$ cat config.mk
export PLATFORM = sky130hd
export DESIGN_NAME = run_mode_peripheral_clock_gate
export DESIGN_NICKNAME = d
export VERILOG_FILES = /design/src/clock_gate_pkg.sv /design/src/gate_reg_bank.sv /design/src/run_mode_peripheral_clock_gate.sv
export SDC_FILE = /design/constraint.sdc
export NUM_CORES = 1
export LEC_CHECK = 0
export BUFFER_PORTS_ARGS = -buffer_cell sky130_fd_sc_hd__buf_2
export CORE_UTILIZATION = 56
export CTS_CLUSTER_SIZE = 40
export DETAILED_ROUTE_END_ITERATION = 10
export PLACE_DENSITY = 0.88
export SKIP_LAST_GASP = 1
export SYNTH_ARGS = -nofsm -noshare
export SYNTH_HDL_FRONTEND = slang
export SYNTH_SLANG_ARGS = --single-unit
$ cat constraint.sdc
create_clock -name clk_sys -period 4.46 [get_ports clk_sys]
set_clock_uncertainty 0.2 [all_clocks]
set_input_delay 0.892 -clock clk_sys [delete_from_list [all_inputs] [get_ports clk_sys]]
set_output_delay 0.892 -clock clk_sys [all_outputs]
set_load 0.005 [all_outputs]
$ cat src/clock_gate_pkg.sv
// Constants and types for the run-mode peripheral clock gate block
// Notes on behaviour
// Set bit clocks its unit, clear bit stops it
// Access to unclocked unit raises bus fault
// All gating bits reset to zero
// Run register applies only in running mode; the code also applies it in sleep and deep sleep while auto gating is clear
// Sleep registers used only with auto gating set
// Bits 26..24 gate comparators 2..0, read-write
// Bits 18..16 gate counters 2..0, read-write
// Bit 12 gates two-wire unit 0
// Bit 4 gates synchronous serial unit 0
// Bits 1..0 gate async ports 1..0
// Reserved bits read-only, read zero
// Software preserves reserved bits on updates
// Software enables units before using them
// Register decoded at offset 0x104
// Read returns last written gating bits
package clock_gate_pkg;
  localparam int          ADDR_W               = 12;
  localparam logic [11:0] RUN_GATE_OFFSET      = 12'h104;
  localparam logic [11:0] SLEEP_GATE_OFFSET    = 12'h114;
  localparam logic [11:0] DEEP_GATE_OFFSET     = 12'h124;
  localparam logic [11:0] RUN_CLOCK_CFG_OFFSET = 12'h060;
  localparam logic [11:0] IRQ_STATUS_OFFSET    = 12'h200;
  localparam logic [11:0] IRQ_MASK_OFFSET      = 12'h204;
  localparam logic [31:0] GATE_WRITABLE_MASK   = 32'h0707_1013;
  localparam logic [31:0] GATE_RESET           = 32'h0000_0000;
  localparam int          AUTO_GATING_BIT      = 27;
  localparam int          NUM_UNITS            = 10;
  localparam int          IRQ_FAULT_BIT        = 0;
  localparam int          IRQ_MODE_BIT         = 1;
  localparam logic [1:0]  IRQ_IMPL_MASK        = 2'h3;
  // Bit position of each gated unit, indexed by unit number
  localparam int UNIT_BIT [NUM_UNITS] = '{0, 1, 4, 12, 16, 17, 18, 24, 25, 26};

  typedef enum logic [1:0] {
    MODE_RUN   = 2'b00,
    MODE_SLEEP = 2'b01,
    MODE_DEEP  = 2'b10
  } power_mode_t;
endpackage : clock_gate_pkg

$ cat src/gate_reg_bank.sv
// Three gating registers (run, sleep, deep-sleep) with registered read port
`timescale 1ns/10ps
`default_nettype none
module gate_reg_bank
  import clock_gate_pkg::*;
(
  input  wire logic        clk_sys,
  input  wire logic        rst_n,
  input  wire logic        clkEn,
  input  wire logic [1:0]  wrSel,
  input  wire logic        wrEn,
  input  wire logic [31:0] wrData,
  input  wire logic [1:0]  rdSel,
  output logic      [31:0] rdData,
  output logic      [31:0] runGate,
  output logic      [31:0] sleepGate,
  output logic      [31:0] deepGate
);
  typedef struct packed {
    logic [2:0][31:0] gate;
    logic [31:0]      rd;
  } bank_state_t;

  bank_state_t bank_reg;
  bank_state_t bank_next;

  always_comb begin
    bank_next = bank_reg;
    if (wrEn && wrSel != 2'b11) begin
      // Reserved positions never take a write
      bank_next.gate[wrSel] = wrData & GATE_WRITABLE_MASK;
    end
    bank_next.rd = (rdSel == 2'b11) ? 32'h0000_0000 : bank_reg.gate[rdSel];
  end

  always_ff @(posedge clk_sys) begin
    if (!rst_n) begin
      bank_reg <= '{gate: {3{GATE_RESET}}, rd: 32'h0000_0000};
    end else if (clkEn) begin
      bank_reg <= bank_next;
    end
  end

  assign rdData    = bank_reg.rd;
  assign runGate   = bank_reg.gate[0];
  assign sleepGate = bank_reg.gate[1];
  assign deepGate  = bank_reg.gate[2];
endmodule // gate_reg_bank
`default_nettype wire

$ cat src/run_mode_peripheral_clock_gate.sv
// Peripheral clock gating controller with register port, bus fault and interrupt
`timescale 1ns/10ps
`default_nettype none
module run_mode_peripheral_clock_gate
  import clock_gate_pkg::*;
(
  input  wire logic                 clk_sys,
  input  wire logic                 rst_n,
  input  wire logic                 clkEn,
  input  wire logic [ADDR_W-1:0]    regAddr,
  input  wire logic [31:0]          regWrData,
  input  wire logic                 regWr,
  input  wire logic                 regRd,
  output logic      [31:0]          regRdData,
  input  wire logic [1:0]           powerMode,
  input  wire logic                 unitAccess,
  input  wire logic [3:0]           unitSel,
  output logic      [NUM_UNITS-1:0] unitClkEn,
  output logic                      busFault,
  output logic                      irq
);
  typedef struct packed {
    logic [NUM_UNITS-1:0] clkEn;
    logic                 fault;
    logic                 autoGating;
    logic [1:0]           irqStatus;
    logic [1:0]           irqMask;
    logic                 irqOut;
    logic [31:0]          rdLocal;
    logic                 rdFromBank;
    power_mode_t          modeSeen;
  } top_state_t;

  top_state_t st_reg;
  top_state_t st_next;

  logic [31:0] runGate;
  logic [31:0] sleepGate;
  logic [31:0] deepGate;
  logic [31:0] bankRdData;
  logic [1:0]  bankWrSel;
  logic [1:0]  bankRdSel;
  logic        bankWrEn;
  logic [31:0] activeGate;
  power_mode_t modeNow;

  // Maps a register address onto a bank slot, 2'b11 when none
  function automatic logic [1:0] bank_slot(input logic [ADDR_W-1:0] a);
    unique case (a)
      RUN_GATE_OFFSET:   bank_slot = 2'b00;
      SLEEP_GATE_OFFSET: bank_slot = 2'b01;
      DEEP_GATE_OFFSET:  bank_slot = 2'b10;
      default:           bank_slot = 2'b11;
    endcase
  endfunction

  assign bankWrSel = bank_slot(regAddr);
  assign bankRdSel = bank_slot(regAddr);
  assign bankWrEn  = regWr;

  gate_reg_bank u_bank (
    .clk_sys  (clk_sys),
    .rst_n    (rst_n),
    .clkEn    (clkEn),
    .wrSel    (bankWrSel),
    .wrEn     (bankWrEn),
    .wrData   (regWrData),
    .rdSel    (bankRdSel),
    .rdData   (bankRdData),
    .runGate  (runGate),
    .sleepGate(sleepGate),
    .deepGate (deepGate)
  );

  // Undefined mode codes fall back to running, the safe choice
  always_comb begin
    unique case (powerMode)
      2'b01:   modeNow = MODE_SLEEP;
      2'b10:   modeNow = MODE_DEEP;
      default: modeNow = MODE_RUN;
    endcase
  end

  // Sleep tables only matter once auto gating is enabled
  always_comb begin
    activeGate = runGate;
    if (st_reg.autoGating) begin
      unique case (modeNow)
        MODE_SLEEP: activeGate = sleepGate;
        MODE_DEEP:  activeGate = deepGate;
        default:    activeGate = runGate;
      endcase
    end
  end

  always_comb begin
    logic [1:0] evt;
    evt = 2'b00;
    st_next = st_reg;
    st_next.modeSeen = modeNow;
    // Enables lag the register by one cycle; they feed clock-gate cells
    for (int i = 0; i < NUM_UNITS; i++) begin
      st_next.clkEn[i] = activeGate[UNIT_BIT[i]]; // see see see see see
    end
    st_next.fault = 1'b0;
    if (unitAccess) begin
      if (unitSel >= 4'(NUM_UNITS) || !activeGate[UNIT_BIT[unitSel]]) begin
        st_next.fault = 1'b1;
        evt[IRQ_FAULT_BIT] = 1'b1;
      end
    end
    if (modeNow != st_reg.modeSeen) begin
      evt[IRQ_MODE_BIT] = 1'b1;
    end
    if (regWr) begin
      unique case (regAddr)
        RUN_CLOCK_CFG_OFFSET: st_next.autoGating = regWrData[AUTO_GATING_BIT];
        IRQ_MASK_OFFSET:      st_next.irqMask = regWrData[1:0] & IRQ_IMPL_MASK;
        default:              ;
      endcase
    end
    st_next.rdFromBank = 1'b0;
    st_next.rdLocal = 32'h0000_0000;
    if (regRd) begin
      unique case (regAddr)
        RUN_GATE_OFFSET, SLEEP_GATE_OFFSET, DEEP_GATE_OFFSET:
          st_next.rdFromBank = 1'b1;
        RUN_CLOCK_CFG_OFFSET:
          st_next.rdLocal[AUTO_GATING_BIT] = st_reg.autoGating;
        IRQ_STATUS_OFFSET: begin
          st_next.rdLocal[1:0] = st_reg.irqStatus;
          st_next.irqStatus = 2'b00;
        end
        IRQ_MASK_OFFSET:
          st_next.rdLocal[1:0] = st_reg.irqMask;
        default: ;
      endcase
    end
    // A new event beats a clearing read in the same cycle
    st_next.irqStatus = st_next.irqStatus | evt;
    st_next.irqOut = |(st_next.irqStatus & st_next.irqMask);
  end

  always_ff @(posedge clk_sys) begin
    if (!rst_n) begin
      st_reg <= '{clkEn: '0, fault: 1'b0, autoGating: 1'b0, irqStatus: 2'b00,
                  irqMask: 2'b00, irqOut: 1'b0, rdLocal: 32'h0000_0000,
                  rdFromBank: 1'b0, modeSeen: MODE_RUN};
    end else if (clkEn) begin
      st_reg <= st_next;
    end
  end

  // Read data mux: both sources come straight from flip-flops
  assign regRdData = st_reg.rdFromBank ? bankRdData : st_reg.rdLocal;
  assign unitClkEn = st_reg.clkEn;
  assign busFault  = st_reg.fault;
  assign irq       = st_reg.irqOut;
endmodule // run_mode_peripheral_clock_gate
`default_nettype wire

# After elaboration in Yosys (flattened, before gate mapping)
# Memory sizes are Yosys's and may differ from the RTL's.
# Cells that the tools add are included.
# word_totals
regBits	151
rom_bits	512
inputBits	56
out_inout_bits	44
mem_count	1
# mem_list
memory	words	word_bits	read_ports	rd_clocked_by_memory_dff	wr	line	rtl
(no name shown)	16	32	1	0	0	run_mode_peripheral_clock_gate.sv:107	if (unitSel >= 4'(NUM_UNITS) || !activeGate[UNIT_BIT[unitSel]]) begin
# classes
order_cmp	5
eq_ne	13
mux	28
bitwise_logic	3
reduce_logical	8
# ops
operator	n
$mux W32	7
$bwmux W96	1
$bmux W32 S2	1
$demux W32 S2	1
$pmux W32 S2	1
$eq A12 B9 Y1 const B	3
$lt A32 B7 Y1 const B	1
$eq A12 B10 Y1 const B	2
$eq A12 B7 Y1 const B	1
$mux W1	8
$mux W2	4
$pmux W2 S2	2
$eq A2 B2 Y1 const B	3
$pmux W2 S3	1
$bmux W1 S5	1
$ge A5 B5 Y1 const B	1
$not A4 Y5	1
$eq A2 B1 Y1 const B	2
$ge A4 B4 Y1 const B	1
$lt A2 B3 Y1 const B	1
$mux W3	1
$reduce_and A3 Y1	1
$reduce_or A3 Y1	1
$and A2 B2 Y2	1
9 further kinds	10

# Longest topological paths before layout
# depth
word_depth	15
depth_mapped	9

# Modules after synthesis
# A second synthesis with hierarchy kept.
# hier_totals
hier_cells	489
area_unflattened_um2	4127.7
# modules_own_cells
mod	instances	cells_per_inst	area_each_um2	seq_area_each_um2
gate_reg_bank	1	270	2313.5	800.8
run_mode_peripheral_clock_gate	1	219	1814.2	460.4

# Least setup slack after synthesis
# Ideal clock, no wire load.
# synth_timing
path_kind	input-to-reg
startpoint	input powerMode[0]
endpoint	register st_reg[38] (netlist bit)
arrival_ps	2402
required_ps	4191
path_slack_ps	1789
path_stages	9
n_path_buf	1
path_cell_list	inv_1 ha_1 nor2b_1 buf_2 mux2i_1 o22ai_1 nor4_2 nand4_1 o21ai_1
# synth_between
elab_chain_len	13
# synth_rtl
item	line	rtl
start, declared	run_mode_peripheral_clock_gate.sv:15	input wire logic [1:0] powerMode,
$eq A2 B2 Y1 or $eq A2 B1 Y1 (tied branches)	run_mode_peripheral_clock_gate.sv:77	unique case (powerMode)
$pmux W2 S2 (*)	run_mode_peripheral_clock_gate.sv:77	
$eq A2 B2 Y1 or $eq A2 B1 Y1 (tied branches)	run_mode_peripheral_clock_gate.sv:88	unique case (modeNow)
$pmux W32 S2 (*)	run_mode_peripheral_clock_gate.sv:88	
$mux W32 (*)	run_mode_peripheral_clock_gate.sv:87	if (st_reg.autoGating) begin
$bmux W1 S5 (*)	run_mode_peripheral_clock_gate.sv:107	
$mux W1 (not written as such) (*) (2 in a row)	run_mode_peripheral_clock_gate.sv:107	
$logic_not A1 Y1 (*)	run_mode_peripheral_clock_gate.sv:107	
$logic_or A1 B1 Y1 (*)	run_mode_peripheral_clock_gate.sv:107	
$mux W1 (*)	run_mode_peripheral_clock_gate.sv:107	
$mux W1 (*)	run_mode_peripheral_clock_gate.sv:106	if (unitAccess) begin
$or A2 B2 Y2 (*)	run_mode_peripheral_clock_gate.sv:140	st_next.irqStatus = st_next.irqStatus | evt;
end signal, assigned	run_mode_peripheral_clock_gate.sv:146	st_reg <= '{clkEn: '0, fault: 1'b0, autoGating: 1'b0, irqStatus: 2'b00,
end signal, assigned	run_mode_peripheral_clock_gate.sv:150	st_reg <= st_next;
end, declared	run_mode_peripheral_clock_gate.sv:34	top_state_t st_reg;
# Mark *: on every way between the ends. The rest lies on a longest branch, timed or not. The select of a mux whose other input is x is not followed.
# A chain may end at the register's enable or synchronous reset.

# Worst setup path in the final report
# Ends and elaborated chain as after synthesis.

==> summary.md <==
Summed over all nets, the half-perimeter wirelength after detailed placement is 5760 um. The height of the die is 80.3 um. For the area of the core region, the log shows 0.00592 sq mm. The average footprint of a synthesized cell was 8.54 sq um.

Type of the worst setup path: in2reg. The number of enable flip-flop cells after synthesis works out to 0. Number of antenna violations at the first check in global routing: 0. The class of the tightest hold or removal check is reg2reg.

The run gives 0.904 mW as the internal power. The actual transition at the worst max-transition pin is 1070 ps, and the data required time at the worst endpoint is 4550 ps. Clock-pin slew was measured on the worst setup and hold paths at 70 ps. The tools report the wire length of the first global-routing pass as 13100 um. After synthesis, the most frequently instantiated cells are 63 x dfxtp_1, 44 x nand2_1, 44 x nor2_1. For the area of the mapped netlist, the log shows 0.00343 sq mm. The logs give 501 for the post-layout net count and 0.643 for the end-of-flow core utilization.

The tools report the count of H-tree levels built during CTS as 3. The total clock buffers created by CTS was 9; the share of total power in the clock network was 0.438. The run gives 0 as the post-route antenna net violation count. Entering global routing, the biggest net connects 36 pins.

For this design, the slowest cell found on the critical path is nor4_1. The run gives 3089 as the total vias in the final route. The tools report the cell row count as 28.

Final period utilization: 0.660. The worst setup path is launched from an input port. For this run, the top clock speed supported by timing is 340 MHz.

Setup repair after global routing left no endpoint under its margin. The worst supply voltage drop on vdd was 230 uV. Of all cell types, the one taking the most synthesized area is dfxtp_1. Adding up every negative setup slack in the final design gives 0 ps. The area fraction of the dominant cell type after synthesis came out at 0.367.

During I/O placement, the number of pins put on the boundary was 100. The power share of the sequential group is 0.482. The count of unresolved DRC violations after routing is 0.

The primary flip-flop cell chosen by synthesis mapping was dfxtp_1. The routed design uses 635 um of met3 wire. The logs give 200 for the violation count after the first detailed-routing iteration and 0 for the post-cts resize count.

TritonCTS built the clock tree. The maximum fanout along the worst path came out at 10. The setup slack after placement is 1190 ps, and the total setup buffers inserted after CTS is 0. Synthesis inferred 63 register bits. The number of flip-flops under the largest register name is 11, and the total track usage is 0.272.

The detailed-route wire length per cell was 15.8 um. The clock reaches the later pin of the worst-skew pair after 350 ps. The worst slew slack as a fraction of its limit is 0.286. The endpoint class of the critical path is a flip-flop.

Across all setup checks in the final design, the least slack found is 1520 ps. For the switching power, the log shows 0.287 mW. The congestion estimate from routability-driven global placement came to 0.934. For this block, wires on met1 add up to 3510 um. The logs give 0.580 for the effective utilization at floorplan and 0 for the total of max-cap violations.

Input and output buffers added on the ports amount to 57. For the number of standard cells after synthesis, the log shows 402. The leakage component of the power was 1.59 nW; the leftover overflow at the end of global routing was 0.

The run gives 0 as the number of hold-slack violations in the final timing report. After clock tree synthesis, the flow added hold-fix buffers numbering 0. The routed design has 8210 um of wire. The repair_antennas step left the layout with diodes totalling 0. The floorplan step set the die width to 80.3 um. The floorplan die area was 0.00645 sq mm; the mean number of vias per cell was 5.93. The tree built by TritonCTS fans out to 63 sinks. The ratio of total power to cell area works out to 313 mW/mm^2. Detailed routing placed a total of 3910 um of wire on met2. By instance count, the leading cell after synthesis is dfxtp_1.

For this run, the number of Yosys warnings is 0. The data arrival time of the critical path is 3040 ps. The fraction of registers with async set/reset is 0, and the time the worst path needs with I/O delays and setup is 2940 ps. The highest metal layer carrying signal wires in the routed design is met4. The run gives 0.367 as the share of synthesized area occupied by flip-flops and latches.

Walking the worst path, the cells encountered are buf_2 > inv_1 > ha_1 > nand2b_1 > a221oi_1 > nor3_1 > nor4_1 > nand4_1 > o21ai_1. Library cell used as clock root buffer: clkbuf_8. The area growth from synthesis to final layout was 10.8%; the buffer depth of the longest clock path was 2. For this run, the slowest stage of the critical path takes 490 ps.

The run finished with clean final reports. The via count of the first global-routing pass was 2699. The switching power as a share of total power came out at 0.241. Final-report max-slew violation count: 0. First-pass iteration count of the detailed router: 5. The combinational group share of total power is 0.081, and the distinct cell type count of the synthesized netlist is 49.

Fill cells in the final layout number 496. The fraction of final layout cells sized beyond drive strength 1 came out at 0.195. Setup violations remaining at the end of the flow were counted as 0. Yosys attributes the largest share of cell area to dfxtp_1 37%, mux2i_1 10%, buf_4 7.0%, nand2_1 4.8%, nor2_1 4.8%.
## cells by family after synthesis
kind of cell    share of synthesized area
compound gates                      0.160
xor+xnor                          0.00510
fa+ha+maj                          0.0146
buf+inv                             0.101
flops                               0.367
mux                                 0.115
other cells                       0.00109
simple gates                        0.236
## path summary, 6_finish.rpt
| check | start | to | slack [ps] | cells after the start |
|---|---|---|---|---|
| max | powerMode[0] | st_reg[38] | 1520 | 9 |
| max reg2reg | st_reg[40] | st_reg[38] | 2180 | 6 |
| min reg2reg | u_bank.rdData[17] | u_bank.rdData[17] | 260 | 2 |
| min | u_bank.rdData[17] | u_bank.rdData[17] | 260 | 2 |
## through the flow
stage | power, mW | instance area, sq um | instances | hold WS, ps
after floorplan | 0.652 | 3510 | 422 | 217
after global placement | 0.677 | 3600 | 505 | 237
after detailed placement | 0.680 | 3600 | 505 | 249
after CTS | 1.20 | 3800 | 521 | 258
after global routing | 1.23 | 3800 | 521 | 278
final | 1.19 | 3800 | 521 | 257
## power by group through the flow
stage | logic, mW | registers [mW] | clock network, mW
floorplan | 0.0669 | 0.585 | 0
global placement | 0.0914 | 0.586 | 0
detailed placement | 0.0936 | 0.586 | 0
CTS | 0.0943 | 0.574 | 0.528
global route | 0.106 | 0.574 | 0.555
finish | 0.0960 | 0.574 | 0.522
## critical path: cells and delay by family
| family | cells | cell delay (ps) |
|---|---|---|
| adder cells (fa/ha/maj) | 1 | 290 |
| AND/OR/NAND/NOR | 4 | 1140 |
| buffers and inverters | 2 | 160 |
| AO/OA/AOI/OAI | 2 | 550 |
## final cells by class
class                      count  area, sq um  area share
multi-input combinational    301         1900       0.500
sequential                    63         1260       0.331
clock buffer                  13          169      0.0444
clock inverter                 3         40.0      0.0105
tap                           75         93.8      0.0247
timing repair buffer          62          323      0.0848
inverter                       4         15.0     0.00395
## cells in the final DEF, fill, tap and decap left out, types with 8 or more instances in the layout
| cell | Yosys | routed |
|---|---|---|
| nand2_1 | 44 | 44 |
| nand3_1 | 8 | 8 |
| buf_2 | 6 | 57 |
| dfxtp_1 | 63 | 63 |
| a22o_1 | 12 | 12 |
| clkbuf_8 | 0 | 12 |
| a221oi_1 | 9 | 9 |
| nor2b_1 | 11 | 11 |
| and2_1 | 12 | 12 |
| a22oi_1 | 8 | 8 |
| mux2i_1 | 36 | 36 |
| nor3_1 | 13 | 13 |
| nor2_1 | 44 | 44 |
| a21oi_1 | 21 | 21 |
| conb_1 | 1 | 21 |
## metal layers
layer	vias up	GRT usage
li1	1463	-
met1	1459	0.335
met2	150	0.456
met3	17	0.0761
met4	0	0.0893
met5	-	0
(Power assumes the default switching activity.)
